===== config.mk =====
export PLATFORM = sky130hd
export DESIGN_NAME = transfer_engine_flat
export DESIGN_NICKNAME = d
export VERILOG_FILES = /design/src/common/dma_pkg.sv /design/src/common/dma_link_if.sv /design/src/hdl/transfer_engine.sv /design/src/flat_wrapper.sv
export SDC_FILE = /design/constraint.sdc
export NUM_CORES = 1
export LEC_CHECK = 0
export CELL_PAD_IN_SITES_DETAIL_PLACEMENT = 0
export CELL_PAD_IN_SITES_GLOBAL_PLACEMENT = 2
export CORE_MARGIN = 2
export CORE_UTILIZATION = 39
export DETAILED_ROUTE_END_ITERATION = 12
export DONT_BUFFER_PORTS = 1
export PLACE_DENSITY_LB_ADDON = 0.1
export SLEW_MARGIN = 25
export SYNTH_ARGS = -nofsm -noshare
export SYNTH_HDL_FRONTEND = slang
export SYNTH_SLANG_ARGS = --single-unit

===== constraint.sdc =====
create_clock -name clk_sys -period 5.8 [get_ports clk_sys]
set_input_delay 0.58 -clock clk_sys [delete_from_list [all_inputs] [get_ports clk_sys]]
set_output_delay 0.58 -clock clk_sys [all_outputs]
set_load 0.005 [all_outputs]

===== src/common/dma_pkg.sv =====
package dma_pkg;

  // ***********************************************************
  // timing
  // ***********************************************************
  localparam int CLK_PERIOD_NS = 10;
  localparam int TICK_NS = 1000;
  localparam int TICK_CYCLES = (TICK_NS + CLK_PERIOD_NS - 1) / CLK_PERIOD_NS;
  localparam logic [6:0] TICK_LAST = 7'(TICK_CYCLES - 1);

  // ***********************************************************
  // register indices (byte address is four times the index)
  // ***********************************************************
  localparam logic [15:0] IDX_TX_DEF = 16'hFFE0;
  localparam logic [15:0] IDX_TX_CSR = 16'hFFE1;
  localparam logic [15:0] IDX_RX_DEF = 16'hFFE4;
  localparam logic [15:0] IDX_RX_CSR = 16'hFFE5;

  // ***********************************************************
  // field layout and reset values
  // ***********************************************************
  localparam int DEF_EN_BIT = 7;
  localparam int DEF_CONT_BIT = 5;
  localparam int DEF_XY_BIT = 4;
  localparam int DEF_EDB_LSB = 0;
  localparam int CSR_OVR_BIT = 0;
  localparam int CSR_TO_BIT = 1;
  localparam int CSR_PP_BIT = 2;
  localparam int CSR_TOV_LSB = 3;
  localparam logic [7:0] DEF_WR_MASK = 8'hBB;
  localparam logic [7:0] CSR_FLAG_MASK = 8'h07;
  localparam logic [7:0] CSR_TOV_MASK = 8'h78;
  localparam logic [7:0] DEF_RESET = 8'h00;
  localparam logic [7:0] CSR_RESET = 8'h00;
  localparam logic [6:0] PKT_SIZE = 7'h40;

  // ***********************************************************
  // types
  // ***********************************************************
  typedef logic [1:0] edb_t;
  typedef logic [5:0] idx_t;
  typedef logic [6:0] cnt_t;
  typedef logic [7:0] byte_t;

  typedef enum logic [6:0] {
    TX_IDLE = 7'h01,
    TX_LOOK = 7'h02,
    TX_FETCH = 7'h04,
    TX_PUSH = 7'h08,
    TX_DONE = 7'h10,
    TX_WAIT = 7'h20,
    TX_HALT = 7'h40
  } tx_state_e;

  typedef enum logic [6:0] {
    RX_IDLE = 7'h01,
    RX_LOOK = 7'h02,
    RX_FILL = 7'h04,
    RX_STORE = 7'h08,
    RX_COMMIT = 7'h10,
    RX_WAIT = 7'h20,
    RX_HALT = 7'h40
  } rx_state_e;

endpackage


===== src/common/dma_link_if.sv =====
`timescale 1ns/1ps
interface dma_link_if;
  import dma_pkg::*;
  // outbound buffer access
  edb_t tx_edb;
  logic tx_xy;
  idx_t tx_idx;
  logic tx_own;
  cnt_t tx_cnt;
  byte_t tx_byte;
  logic tx_desc_wr;
  logic tx_xy_toggle;
  // inbound buffer access
  edb_t rx_edb;
  logic rx_xy;
  idx_t rx_idx;
  logic rx_own_x;
  logic rx_own_y;
  logic rx_buf_wr;
  byte_t rx_buf_data;
  logic rx_desc_wr;
  cnt_t rx_desc_cnt;
  logic rx_xy_toggle;
  // serial data registers
  byte_t ser_tx_data;
  logic ser_tx_wr;
  logic ser_tx_ready;
  byte_t ser_rx_data;
  logic ser_rx_valid;
  logic ser_rx_rd;
  logic [3:0] line_err;

  modport engine (
    output tx_edb, tx_xy, tx_idx, tx_desc_wr, rx_edb, rx_xy, rx_idx, rx_buf_wr,
    output rx_buf_data, rx_desc_wr, rx_desc_cnt, ser_tx_data, ser_tx_wr, ser_rx_rd,
    input tx_own, tx_cnt, tx_byte, tx_xy_toggle, rx_own_x, rx_own_y, rx_xy_toggle,
    input ser_tx_ready, ser_rx_data, ser_rx_valid, line_err
  );
  modport manager (
    input tx_edb, tx_xy, tx_idx, tx_desc_wr, rx_edb, rx_xy, rx_idx, rx_buf_wr,
    input rx_buf_data, rx_desc_wr, rx_desc_cnt, ser_tx_data, ser_tx_wr, ser_rx_rd,
    output tx_own, tx_cnt, tx_byte, tx_xy_toggle, rx_own_x, rx_own_y, rx_xy_toggle,
    output ser_tx_ready, ser_rx_data, ser_rx_valid, line_err
  );
endinterface


===== src/hdl/transfer_engine.sv =====
// Design decision made here: the APB register port.
`timescale 1ns/1ps
module transfer_engine (
  // system
  input wire logic clk_sys,
  input wire logic srst,
  // register bus
  input wire logic psel,
  input wire logic penable,
  input wire logic pwrite,
  input wire logic [31:0] paddr,
  input wire logic [31:0] pwdata,
  output logic [31:0] prdata,
  output logic pready,
  output logic pslverr,
  // completion notice per channel, bit 0 outbound, bit 1 inbound
  output logic [1:0] mcu_irq,
  // link to the buffer manager
  dma_link_if.engine link
);
  import dma_pkg::*;

  // ***********************************************************
  // register bus slave
  // ***********************************************************
  logic [7:0] tx_def_reg;
  logic [7:0] tx_csr_reg;
  logic [7:0] rx_def_reg;
  logic [7:0] rx_csr_reg;
  logic [15:0] reg_index;
  logic aligned;
  logic hit_tx_def;
  logic hit_tx_csr;
  logic hit_rx_def;
  logic hit_rx_csr;
  logic mapped;
  logic access;
  logic wr_en;
  logic [2:0] tx_set;
  logic [2:0] rx_set;
  logic [2:0] rx_clr;

  assign reg_index = paddr[17:2];
  assign aligned = (paddr[31:18] == 14'h0000) && (paddr[1:0] == 2'h0);
  assign hit_tx_def = aligned && (reg_index == IDX_TX_DEF);
  assign hit_tx_csr = aligned && (reg_index == IDX_TX_CSR);
  assign hit_rx_def = aligned && (reg_index == IDX_RX_DEF);
  assign hit_rx_csr = aligned && (reg_index == IDX_RX_CSR);
  assign mapped = hit_tx_def || hit_tx_csr || hit_rx_def || hit_rx_csr;
  assign access = psel && penable;
  assign wr_en = access && pwrite && mapped;
  // zero wait states; unmapped addresses answer with an error
  assign pready = access;
  assign pslverr = access && !mapped;

  // read data captured in the setup cycle so it comes from a flop
  always_ff @(posedge clk_sys)
  begin
    if (srst)
      prdata <= 32'h0000_0000;
    else if (psel && !penable)
    begin
      case (1'b1)
        hit_tx_def: prdata <= {24'h000000, tx_def_reg};
        hit_tx_csr: prdata <= {24'h000000, tx_csr_reg};
        hit_rx_def: prdata <= {24'h000000, rx_def_reg};
        hit_rx_csr: prdata <= {24'h000000, rx_csr_reg};
        default: prdata <= 32'h0000_0000;
      endcase
    end
  end

  // definition registers; the manager's toggle lands after any write
  always_ff @(posedge clk_sys)
  begin
    if (srst)
    begin
      tx_def_reg <= DEF_RESET;
      rx_def_reg <= DEF_RESET;
    end
    else
    begin
      if (wr_en && hit_tx_def)
        tx_def_reg <= (pwdata[7:0] & DEF_WR_MASK);
      if (link.tx_xy_toggle)
        tx_def_reg[DEF_XY_BIT] <= ~((wr_en && hit_tx_def) ? pwdata[DEF_XY_BIT]
                                     : tx_def_reg[DEF_XY_BIT]);
      if (wr_en && hit_rx_def)
        rx_def_reg <= (pwdata[7:0] & DEF_WR_MASK);
      if (link.rx_xy_toggle)
        rx_def_reg[DEF_XY_BIT] <= ~((wr_en && hit_rx_def) ? pwdata[DEF_XY_BIT]
                                     : rx_def_reg[DEF_XY_BIT]);
    end
  end

  // completion codes: write one to clear, a hardware set wins
  always_ff @(posedge clk_sys)
  begin
    if (srst)
    begin
      tx_csr_reg <= CSR_RESET;
      rx_csr_reg <= CSR_RESET;
    end
    else
    begin
      tx_csr_reg <= (((wr_en && hit_tx_csr) ?
                    ((pwdata[7:0] & CSR_TOV_MASK) | (tx_csr_reg & CSR_FLAG_MASK & ~pwdata[7:0]))
                    : tx_csr_reg)) | {5'h00, tx_set};
      rx_csr_reg <= ((((wr_en && hit_rx_csr) ?
                    ((pwdata[7:0] & CSR_TOV_MASK) | (rx_csr_reg & CSR_FLAG_MASK & ~pwdata[7:0]))
                    : rx_csr_reg)) & ~{5'h00, rx_clr}) | {5'h00, rx_set};
    end
  end

  // ***********************************************************
  // transaction timers
  // ***********************************************************
  logic [6:0] presc_reg;
  logic tick;
  logic [1:0] tmr_run;
  logic [1:0] tmr_kick;
  logic [1:0] expire;
  logic [3:0] tov [2];

  assign tick = (presc_reg == TICK_LAST);
  assign tov[0] = tx_csr_reg[CSR_TOV_LSB +: 4];
  assign tov[1] = rx_csr_reg[CSR_TOV_LSB +: 4];

  // shared microsecond prescaler
  always_ff @(posedge clk_sys)
  begin
    if (srst || tick)
      presc_reg <= 7'h00;
    else
      presc_reg <= presc_reg + 7'h01;
  end

  // per-channel idle timer, the inbound one restarted on every inbound byte; zero disables it
  for (genvar ch = 0; ch < 2; ch++)
  begin : g_tmr
    logic [3:0] ticks_reg;
    always_ff @(posedge clk_sys)
    begin
      if (srst || !tmr_run[ch] || tmr_kick[ch])
        ticks_reg <= 4'h0;
      else if (tick && (ticks_reg != 4'hF))
        ticks_reg <= ticks_reg + 4'h1;
    end
    assign expire[ch] = (tov[ch] != 4'h0) && (ticks_reg >= tov[ch]);
  end

  // ***********************************************************
  // outbound channel: buffers to serial transmitter
  // ***********************************************************
  tx_state_e tx_state_reg;
  cnt_t tx_cnt_reg;
  cnt_t tx_pos_reg;
  byte_t tx_data_reg;
  logic tx_en;
  logic any_err;

  assign tx_en = tx_def_reg[DEF_EN_BIT];
  assign any_err = |link.line_err;

  always_ff @(posedge clk_sys)
  begin
    if (srst)
    begin
      tx_state_reg <= TX_IDLE;
      tx_cnt_reg <= 7'h00;
      tx_pos_reg <= 7'h00;
      tx_data_reg <= 8'h00;
    end
    else if (!tx_en)
      tx_state_reg <= TX_IDLE;
    else
    begin
      case (tx_state_reg)
        TX_IDLE: tx_state_reg <= TX_LOOK;
        TX_LOOK:
        begin
          if (link.tx_own)
          begin
            tx_cnt_reg <= link.tx_cnt;
            tx_pos_reg <= 7'h00;
            tx_state_reg <= (link.tx_cnt == 7'h00) ? TX_DONE : TX_FETCH;
          end
          else if (expire[0])
            tx_state_reg <= TX_HALT;
        end
        TX_FETCH:
        begin
          tx_data_reg <= link.tx_byte;
          tx_state_reg <= TX_PUSH;
        end
        TX_PUSH:
        begin
          // line errors hold the byte back until they clear
          if (link.ser_tx_ready && !any_err)
          begin
            tx_pos_reg <= tx_pos_reg + 7'h01;
            tx_state_reg <= (tx_pos_reg + 7'h01 == tx_cnt_reg) ? TX_DONE : TX_FETCH;
          end
        end
        TX_DONE:
          tx_state_reg <= ((tx_cnt_reg < PKT_SIZE) || !tx_def_reg[DEF_CONT_BIT])
                          ? TX_HALT : TX_WAIT;
        TX_WAIT: tx_state_reg <= TX_LOOK;
        TX_HALT: tx_state_reg <= TX_HALT;
        default: tx_state_reg <= TX_IDLE;
      endcase
    end
  end

  assign link.tx_edb = tx_def_reg[DEF_EDB_LSB +: 2];
  assign link.tx_xy = tx_def_reg[DEF_XY_BIT];
  assign link.tx_idx = tx_pos_reg[5:0];
  assign link.tx_desc_wr = (tx_state_reg == TX_DONE);
  assign link.ser_tx_data = tx_data_reg;
  assign link.ser_tx_wr = (tx_state_reg == TX_PUSH) && !any_err;
  assign tx_set[CSR_OVR_BIT] = 1'b0;
  assign tx_set[CSR_TO_BIT] = tx_en && (tx_state_reg == TX_LOOK) && !link.tx_own && expire[0];
  assign tx_set[CSR_PP_BIT] = tx_en && (tx_state_reg == TX_DONE) && (tx_cnt_reg < PKT_SIZE);
  assign tmr_run[0] = (tx_state_reg == TX_LOOK);
  assign tmr_kick[0] = 1'b0;

  // ***********************************************************
  // inbound channel: serial receiver to buffers
  // ***********************************************************
  rx_state_e rx_state_reg;
  cnt_t rx_pos_reg;
  byte_t rx_data_reg;
  logic rx_part_reg;
  logic rx_en;
  logic rx_own_sel;
  logic rx_overrun;

  assign rx_en = rx_def_reg[DEF_EN_BIT];
  assign rx_own_sel = rx_def_reg[DEF_XY_BIT] ? link.rx_own_y : link.rx_own_x;
  assign rx_overrun = !link.rx_own_x && !link.rx_own_y;

  always_ff @(posedge clk_sys)
  begin
    if (srst)
    begin
      rx_state_reg <= RX_IDLE;
      rx_pos_reg <= 7'h00;
      rx_data_reg <= 8'h00;
      rx_part_reg <= 1'b0;
    end
    else if (!rx_en)
      rx_state_reg <= RX_IDLE;
    else
    begin
      case (rx_state_reg)
        RX_IDLE: rx_state_reg <= RX_LOOK;
        RX_LOOK:
        begin
          if (rx_own_sel)
          begin
            rx_pos_reg <= 7'h00;
            rx_part_reg <= 1'b0;
            rx_state_reg <= RX_FILL;
          end
          else if (expire[1] && rx_overrun)
            rx_state_reg <= RX_HALT;
        end
        RX_FILL:
        begin
          if (any_err)
            rx_state_reg <= RX_HALT;
          else if (link.ser_rx_valid)
          begin
            rx_data_reg <= link.ser_rx_data;
            rx_state_reg <= RX_STORE;
          end
          else if (expire[1])
          begin
            rx_part_reg <= 1'b1;
            rx_state_reg <= RX_COMMIT;
          end
        end
        RX_STORE:
        begin
          rx_pos_reg <= rx_pos_reg + 7'h01;
          rx_state_reg <= (rx_pos_reg + 7'h01 == PKT_SIZE) ? RX_COMMIT : RX_FILL;
        end
        RX_COMMIT:
          rx_state_reg <= (rx_part_reg || !rx_def_reg[DEF_CONT_BIT])
                          ? RX_HALT : RX_WAIT;
        RX_WAIT: rx_state_reg <= RX_LOOK;
        RX_HALT: rx_state_reg <= RX_HALT;
        default: rx_state_reg <= RX_IDLE;
      endcase
    end
  end

  assign link.rx_edb = rx_def_reg[DEF_EDB_LSB +: 2];
  assign link.rx_xy = rx_def_reg[DEF_XY_BIT];
  assign link.rx_idx = rx_pos_reg[5:0];
  assign link.rx_buf_wr = (rx_state_reg == RX_STORE);
  assign link.rx_buf_data = rx_data_reg;
  assign link.rx_desc_wr = (rx_state_reg == RX_COMMIT);
  assign link.rx_desc_cnt = rx_pos_reg;
  assign link.ser_rx_rd = rx_en && (rx_state_reg == RX_FILL) && !any_err
                          && link.ser_rx_valid;

  // timeout and overrun codes for the inbound terminations
  logic rx_short;
  logic rx_ovr_stop;
  logic rx_err_stop;
  assign rx_short = rx_en && (rx_state_reg == RX_FILL) && !any_err
                    && !link.ser_rx_valid && expire[1];
  assign rx_ovr_stop = rx_en && (rx_state_reg == RX_LOOK) && !rx_own_sel
                       && expire[1] && rx_overrun;
  assign rx_err_stop = rx_en && (rx_state_reg == RX_FILL) && any_err;
  assign rx_set[CSR_OVR_BIT] = rx_ovr_stop;
  assign rx_set[CSR_TO_BIT] = rx_short || rx_ovr_stop || rx_err_stop;
  assign rx_set[CSR_PP_BIT] = 1'b0;
  assign rx_clr = {1'b0, 1'b0, rx_short || rx_err_stop};
  assign tmr_run[1] = (rx_state_reg == RX_FILL) || (rx_state_reg == RX_LOOK);
  assign tmr_kick[1] = link.ser_rx_rd;

  // completion notices; a receiver error stays quiet here
  always_ff @(posedge clk_sys)
  begin
    if (srst)
      mcu_irq <= 2'b00;
    else
      mcu_irq <= {rx_short || rx_ovr_stop, tx_set[CSR_PP_BIT] || tx_set[CSR_TO_BIT]};
  end

endmodule // transfer_engine


===== src/flat_wrapper.sv =====
// flat-port wrapper written by rule: the top's interface ports become plain ports
module transfer_engine_flat import dma_pkg::*;
  (clk_sys, srst, psel, penable, pwrite, paddr, pwdata, prdata, pready, pslverr, mcu_irq, link_tx_edb, link_tx_xy, link_tx_idx, link_tx_desc_wr, link_rx_edb, link_rx_xy, link_rx_idx, link_rx_buf_wr, link_rx_buf_data, link_rx_desc_wr, link_rx_desc_cnt, link_ser_tx_data, link_ser_tx_wr, link_ser_rx_rd, link_tx_own, link_tx_cnt, link_tx_byte, link_tx_xy_toggle, link_rx_own_x, link_rx_own_y, link_rx_xy_toggle, link_ser_tx_ready, link_ser_rx_data, link_ser_rx_valid, link_line_err);
  dma_link_if link_i ();
  input wire logic clk_sys;
  input wire logic srst;
  input wire logic psel;
  input wire logic penable;
  input wire logic pwrite;
  input wire logic [31:0] paddr;
  input wire logic [31:0] pwdata;
  output logic [31:0] prdata;
  output logic pready;
  output logic pslverr;
  output logic [1:0] mcu_irq;
  output wire logic [$bits(link_i.tx_edb)-1:0] link_tx_edb;
  output wire logic [$bits(link_i.tx_xy)-1:0] link_tx_xy;
  output wire logic [$bits(link_i.tx_idx)-1:0] link_tx_idx;
  output wire logic [$bits(link_i.tx_desc_wr)-1:0] link_tx_desc_wr;
  output wire logic [$bits(link_i.rx_edb)-1:0] link_rx_edb;
  output wire logic [$bits(link_i.rx_xy)-1:0] link_rx_xy;
  output wire logic [$bits(link_i.rx_idx)-1:0] link_rx_idx;
  output wire logic [$bits(link_i.rx_buf_wr)-1:0] link_rx_buf_wr;
  output wire logic [$bits(link_i.rx_buf_data)-1:0] link_rx_buf_data;
  output wire logic [$bits(link_i.rx_desc_wr)-1:0] link_rx_desc_wr;
  output wire logic [$bits(link_i.rx_desc_cnt)-1:0] link_rx_desc_cnt;
  output wire logic [$bits(link_i.ser_tx_data)-1:0] link_ser_tx_data;
  output wire logic [$bits(link_i.ser_tx_wr)-1:0] link_ser_tx_wr;
  output wire logic [$bits(link_i.ser_rx_rd)-1:0] link_ser_rx_rd;
  input wire logic [$bits(link_i.tx_own)-1:0] link_tx_own;
  input wire logic [$bits(link_i.tx_cnt)-1:0] link_tx_cnt;
  input wire logic [$bits(link_i.tx_byte)-1:0] link_tx_byte;
  input wire logic [$bits(link_i.tx_xy_toggle)-1:0] link_tx_xy_toggle;
  input wire logic [$bits(link_i.rx_own_x)-1:0] link_rx_own_x;
  input wire logic [$bits(link_i.rx_own_y)-1:0] link_rx_own_y;
  input wire logic [$bits(link_i.rx_xy_toggle)-1:0] link_rx_xy_toggle;
  input wire logic [$bits(link_i.ser_tx_ready)-1:0] link_ser_tx_ready;
  input wire logic [$bits(link_i.ser_rx_data)-1:0] link_ser_rx_data;
  input wire logic [$bits(link_i.ser_rx_valid)-1:0] link_ser_rx_valid;
  input wire logic [$bits(link_i.line_err)-1:0] link_line_err;
  assign link_tx_edb = link_i.tx_edb;
  assign link_tx_xy = link_i.tx_xy;
  assign link_tx_idx = link_i.tx_idx;
  assign link_tx_desc_wr = link_i.tx_desc_wr;
  assign link_rx_edb = link_i.rx_edb;
  assign link_rx_xy = link_i.rx_xy;
  assign link_rx_idx = link_i.rx_idx;
  assign link_rx_buf_wr = link_i.rx_buf_wr;
  assign link_rx_buf_data = link_i.rx_buf_data;
  assign link_rx_desc_wr = link_i.rx_desc_wr;
  assign link_rx_desc_cnt = link_i.rx_desc_cnt;
  assign link_ser_tx_data = link_i.ser_tx_data;
  assign link_ser_tx_wr = link_i.ser_tx_wr;
  assign link_ser_rx_rd = link_i.ser_rx_rd;
  assign link_i.tx_own = link_tx_own;
  assign link_i.tx_cnt = link_tx_cnt;
  assign link_i.tx_byte = link_tx_byte;
  assign link_i.tx_xy_toggle = link_tx_xy_toggle;
  assign link_i.rx_own_x = link_rx_own_x;
  assign link_i.rx_own_y = link_rx_own_y;
  assign link_i.rx_xy_toggle = link_rx_xy_toggle;
  assign link_i.ser_tx_ready = link_ser_tx_ready;
  assign link_i.ser_rx_data = link_ser_rx_data;
  assign link_i.ser_rx_valid = link_ser_rx_valid;
  assign link_i.line_err = link_line_err;
  transfer_engine u_core (.clk_sys(clk_sys), .srst(srst), .psel(psel), .penable(penable), .pwrite(pwrite), .paddr(paddr), .pwdata(pwdata), .prdata(prdata), .pready(pready), .pslverr(pslverr), .mcu_irq(mcu_irq), .link(link_i));
endmodule

==> results.yml, run 1 <==
status:
  outcome: "finished, final reports clean"
global_routing:
  grt_overflow_total: 0
  grt_pass1_wl_um: 21380
  grt_usage_pct: 18.14
  grt_max_degree: 81
  antenna_found_initial: 0
  grt_pass1_vias: 4131
cells_and_area:
  instances_no_fill: 795
  layout-drive-gt1-share_pct: 4.878
  diodes: 0
  fin_nets: 727
  area_growth_pct: 2.984
  fillers: 1382
power:
  vdd_ir_drop_max_mv: 0.1922
  combPwrFrac_pct: 1.9
  p_int_w: 0.001020
  p_sw_w: 0.0002905
  p_sw_share_pct: 22.18
  pwr-share-clk_pct: 43.6
  seqPwrFrac_pct: 54.5
  p_leak_nw: 2.079
  cellPowerDensity_nw_per_um2: 231.6
worst_setup_path:
  crit_required_ns: 5.22
  crit_fanout: 10
  crit_cells: 3
  endpoint_kind: "output port"
  r2r_cells: 6
  critPathSlowestCell: "or4_1"
  crit_buf_inv: 0
  crit_family: "simple AND/OR/NAND/NOR gates"
  crit_type: "reg -> out"
  max_stage_delay_ns: 0.60
  start_kind: "register"
  path_cells: "or3_1 > or4_1 > nor2_4"
  crit_arrival_ns: 2.27
clock_network:
  cts_max_level: 3
  clk_pin_slew_ns: 0.07
  cts-resized-gates: 0
  root_buffer: "clkbuf_16"
  cts_hold_buffers: 0
  clock_sinks: 103
  cts_tree: "done"
  numCtsBuffers: 9
  cts.path.max_buffers: 2
  post_cts_buffers: 0
  worstSkewPairLatency_ns: 0.35
routing:
  vias: 4357
  drc: 0
  drt_iter0_markers: 218
  vias_per_cell: 5.481
  wl_per_cell_um: 17.01
  ant_nets: 0
  drt-total-wl_um: 13520
  drtPass1Iterations: 4
floorplanning:
  io_pins: 185
  core_area_um2: 13830
  die_h_um: 122.7
  start_util_pct: 39.72
  die_x_um: 122.7
  die_area_um2: 15050
  rows: 43
timing:
  setup_tns_ns: 0
  period_needed_ns: 2.848
  finClkSkew_ns: 0.008071
  setup_viol: 0
  relSlewSlack_pct: 37.44
  grt_setup_unrepaired: "false"
  fmax_mhz: 351.2
  finalMaxSlewViolations: 0
  tightest_slew_ns: 0.9298
  hold_viol: 0
  fin_crit_sh_pct: 49.10
logic_synthesis:
  synth_area_um2: 5493
  synth_top_family_by_area: "simple AND/OR/NAND/NOR gates"
  yosysWarnings: 0
  synth_fa_ha_area_share_pct: 2.961
  syn_inst: 643
  synthSimpleGateAreaFrac_pct: 25.42
  synth_edf_count: 0
  ys_seq_area_share_pct: 37.54
  synth_cell_types: 56
  syn_avg_cell_area_um2: 8.542
  ys_ff_latch: 103
  synthArstFlopShare_pct: 0
  synthMuxAreaShare_pct: 10.80
  synth_ff_type: "dfxtp_1"
  synth_compound_area_share_pct: 10.43
  synth_xor_area_share_pct: 3.827
flow_run:
  cap_violations: 0
place:
  port_buffers: 0
  place.gp.congestion: 0.8212
  hpwl_um: 9735
  numPlacedInstances: 780
worst_hold_path:
  hold_path_depth: 1
  hp-class: "in -> reg"
==> cell usage after synthesis, drive strengths merged, types with 3 or more instances <==
cell,instances,area (µm²)
nand4,9,56.30
nand4b,3,26.28
nand3b,4,30.03
or4,11,86.33
mux2i,48,480.5
nor2b,11,68.82
a22oi,4,30.03
buf,43,326.6
nand2b,13,81.33
dfxtp,103,2062
and4b,3,30.03
xor2,15,131.4
nand2,31,116.4
xnor2,9,78.83
nor2,100,385.4
clkbuf,23,86.33
and4,3,26.28
mux4,5,112.6
or3,7,43.79
o21ai,24,120.1
nor4,11,68.82
nor4b,3,26.28
or4b,3,30.03
nand3,27,135.1
a21oi,33,165.2
and3,4,25.02
nor3,18,105.1
ha,13,162.7
inv,21,78.83
nor3b,5,37.54
a31oi,8,50.05
o31ai,4,30.03
==> metrics by stage <==
step | setup WS [ns] | instance area [µm²] | util, % | hold WS [ns] | power [W]
finish | 2.952 | 5657 | 40.91 | 0.2914 | 0.001310
global placement | 2.811 | 5391 | 38.99 | 0.4421 | 0.0007550
floorplan | 3.066 | 5579 | - | 0.4302 | 0.0007710
detailed placement | 2.790 | 5391 | 38.99 | 0.4579 | 0.0007554
global route | 2.848 | 5657 | 40.91 | 0.2696 | 0.001366
CTS | 2.920 | 5657 | 40.91 | 0.2824 | 0.001329
==> kinds of logic after synthesis <==
| logic type | Yosys count |
|---|---|
| AND/OR/NAND/NOR | 268 |
| other | 1 |
| XOR/XNOR | 24 |
| adder cells (fa/ha/maj) | 13 |
| flip-flops | 103 |
| multiplexers | 53 |
| AO/OA/AOI/OAI | 94 |
| buffers and inverters | 87 |
==> worst paths after layout <==
kind	start	end	slack (ns)
hold reg to reg	u_core.prdata[0]$_SDFFE_PP0P_	u_core.prdata[0]$_SDFFE_PP0P_	0.46
hold / removal	srst	u_core.prdata[0]$_SDFFE_PP0P_	0.29
setup reg to reg	u_core.tx_state_reg[3]$_SDFFE_PP0P_	u_core.tx_pos_reg[2]$_SDFFE_PP0P_	3.15
setup / recovery	u_core.rx_state_reg[4]$_SDFFE_PP0P_	link_ser_rx_rd	2.95
==> layout by cell type, fill, tap and decap left out, drive strengths merged, types with 15 or more instances in the layout <==
cell | Yosys | layout
a21oi | 33 | 33
conb | 1 | 24
dfxtp | 103 | 103
inv | 21 | 21
mux2i | 48 | 48
nand2 | 31 | 31
nand3 | 27 | 27
nor2 | 100 | 100
nor3 | 18 | 18
o21ai | 24 | 24
xor2 | 15 | 15
==> power groups by stage <==
| stage | Sequential, W | Combinational (W) | Clock [W] |
|---|---|---|---|
| 3_5_place_dp | 0.000730 | 0.0000251 | 0 |
| 3_3_place_gp | 0.000730 | 0.0000248 | 0 |
| 2_1_floorplan | 0.000729 | 0.0000419 | 0 |
| 6_report | 0.000714 | 0.0000254 | 0.000571 |
| 5_1_grt | 0.000714 | 0.0000287 | 0.000623 |
| 4_1_cts | 0.000714 | 0.0000253 | 0.000590 |
==> layer usage <==
| metal | global-route usage (%) | part of all wire, % |
|---|---|---|
| met3 | 6.320 | 7.5 |
| met2 | 28.76 | 45 |
| met5 | 0 | 0 |
| met1 | 23.77 | 47 |
| met4 | 4.023 | 0.99 |
==> cell type report <==
type,instances,area [µm²],area share [%]
Multi-Input combinational cell,476,3025,53.48
Sequential cell,103,2062,36.45
Clock buffer,11,242.7,4.291
Tap cell,180,225.2,3.981
Inverter,21,78.83,1.393
Clock inverter,4,22.52,0.3981
No activity file was read; power rests on OpenSTA's default activity.
==> run 2: changes to the inputs <==
Settings changed: ABC_AREA from default to 1, CORE_UTILIZATION 39 to 30.
Clock period 5.8 ns to 2.4 ns, I/O delays scaled along.
==> run 2 against run 1 <==
- clock-buffer cell count rose by 1
- global-route usage down 1.6 points
- sequential share of layout area down 3.1 points
- synthesized cell count grew 31%
- register-to-register slack got worse by 2.6 ns
- clock power up 150%
- combinational power rose to 4.8 times the previous value
- sequential cell count is the same
- setup slack lost 2.5 ns
- non-clock buffer count rose by 6
- critical path type unchanged
- critical endpoint unchanged
- largest power group unchanged
==> results.yml, run 2 <==
routing:
  vias_per_cell: 4.651
  vias: 5088
  drt_iter0_markers: 179
  drtPass1Iterations: 6
  ant_nets: 0
  drt-total-wl_um: 16410
  drc: 0
  wl_per_cell_um: 15.00
floorplanning:
  core_area_um2: 18830
  die_area_um2: 20400
  io_pins: 185
  die_h_um: 142.8
  rows: 50
  die_x_um: 142.8
  start_util_pct: 30.71
logic_synthesis:
  synth_area_um2: 5783
  yosys-top-cells-count: "169 x nand2_1, 116 x inv_1, 103 x dfxtp_1"
  synth_cell_types: 48
  synthMuxAreaShare_pct: 0
  yosysWarnings: 0
  synth_compound_area_share_pct: 12.79
  syn_inst: 841
  yosysTopAreaCell: "dfxtp_1"
  synth_edf_count: 0
  synth_top_family_by_area: "simple AND/OR/NAND/NOR gates"
  syn_avg_cell_area_um2: 6.876
  synth_ff_type: "dfxtp_1"
  ys_seq_area_share_pct: 35.66
  synthArstFlopShare_pct: 0
  netlist.area_leader.share_pct: 35.66
  synth_xor_area_share_pct: 1.212
  post-synth-top-count-cell: "nand2_1"
  synth_fa_ha_area_share_pct: 2.813
  synth.area.top_cells: "dfxtp_1 36%, nand2_1 11%, inv_1 7.5%, nor2_1 6.4%, a21oi_1 5.5%"
  synthSimpleGateAreaFrac_pct: 33.02
  ys_ff_latch: 103
global_routing:
  grt_overflow_total: 0
  grt_pass1_wl_um: 26080
  grt_pass1_vias: 4967
  grt_usage_pct: 16.53
  grt_max_degree: 37
  antenna_found_initial: 0
cells_and_area:
  fin_nets: 945
  final_common_cell: "nand2_1"
  final_cell_mix: "169 x nand2_1, 116 x inv_1, 103 x dfxtp_1, 98 x nor2_1, 64 x a21oi_1"
  area_growth_pct: 7.010
  fin_area_um2: 6188
  layout-drive-gt1-share_pct: 8.273
  fillers: 2075
  diodes: 0
worst_setup_path:
  crit_type: "reg -> out"
  crit_buf_inv: 1
  crit_required_ns: 2.16
  crit_family: "simple AND/OR/NAND/NOR gates"
  r2r_setup_slack_ns: 0.55
  endpoint_kind: "output port"
  critPathSlowestCell: "dfxtp_1"
  start_kind: "register"
  crit_arrival_ns: 1.74
  max_stage_delay_ns: 0.32
  crit_fanout: 10
  path_cells: "nor2_1 > nand4_2 > nor3_2 > nand2_2 > clkinv_2"
clock_network:
  root_buffer: "clkbuf_16"
  clock_sinks: 103
  clk_pin_slew_ns: 0.07
  cts_tree: "done"
  cts.path.max_buffers: 2
  numCtsBuffers: 9
  worstSkewPairLatency_ns: 0.35
  cts_max_level: 3
timing:
  hold_viol: 0
  fmax_mhz: 505.6
  period_needed_ns: 1.978
  setup_tns_ns: 0
  relSlewSlack_pct: 59.32
  setup_slack_ns: 0.4222
  fin_crit_sh_pct: 82.41
  finalMaxSlewViolations: 0
  tightest_slew_ns: 0.6095
  grt_setup_unrepaired: "false"
  finClkSkew_ns: 0.008960
  setup_viol: 0
place:
  place.gp.congestion: 0.7593
  preCtsSetupSlack_ns: 0.5398
  hpwl_um: 12770
  port_buffers: 0
  dpl_cell_area_um2: 5892
power:
  p_leak_nw: 2.561
  p_total_w: 0.003273
  vdd_ir_drop_max_mv: 0.3254
  cellPowerDensity_nw_per_um2: 528.9
status:
  outcome: "finished, final reports clean"
flow_run:
  cap_violations: 0
worst_hold_path:
  hp-class: "in -> reg"
-- run 2: per-layer routing --
metal,wire [µm],GRT usage (%),vias to the layer above
li1,-,-,2639
met1,7542,20.68,2322
met2,7704,27.61,118
met3,1037,5.701,9
met4,128,3.491,0
met5,0,0,-
-- run 2: path summary, 6_finish.rpt --
path / from / endpoint / cells after the start
min: pwdata[7] / u_core.rx_def_reg[7]$_SDFFE_PP0N_ / 2
max: u_core.rx_state_reg[0]$_SDFFE_PP1P_ / link_ser_rx_rd / 5
max reg2reg: u_core.tx_pos_reg[1]$_SDFFE_PP0P_ / u_core.tx_state_reg[2]$_SDFFE_PP0P_ / 12
min reg2reg: u_core.tx_def_reg[3]$_SDFFE_PP0N_ / u_core.tx_def_reg[3]$_SDFFE_PP0N_ / 2
-- run 2: through the flow --
stage	cells	util, %	hold WS [ns]
after floorplan	864	-	0.3717
after global placement	1077	31.29	0.3122
after detailed placement	1077	31.29	0.3146
after CTS	1094	32.86	0.009740
after global routing	1094	32.86	0.008049
final	1094	32.86	0.02576
-- run 2: power by group --
part / switching (W) / total, W / internal [W]
Sequential: 0.0000123 / 0.00173 / 0.00172
Clock: 0.000665 / 0.00142 / 0.000755
Combinational: 0.0000858 / 0.000121 / 0.0000352
-- run 2: logic make-up after synthesis --
kind of cell | Yosys count
AOI/OAI and AO/OA | 137
xor gates and xnor gates | 8
adders and majority gates | 13
buffers and inverters | 179
DFF | 103
other | 1
and+or+nand+nor | 400
-- run 2: repair_timing --
item | CTS | global route
hold endpoints to repair | 36 | 0
hold buffers | 1 | 0
gates resized for setup | 0 | 0
setup buffers | 0 | 0
-- run 2: area by class of cell --
type	count	area (µm²)	share of cell area, %
sequential	103	2062	33.32
inverter	127	483.0	7.804
clock buffer	12	256.5	4.145
clock inverter	4	20.02	0.3235
tap	260	325.3	5.257
multi-input combinational	582	2972	48.02
timing repair buffer	6	70.07	1.132
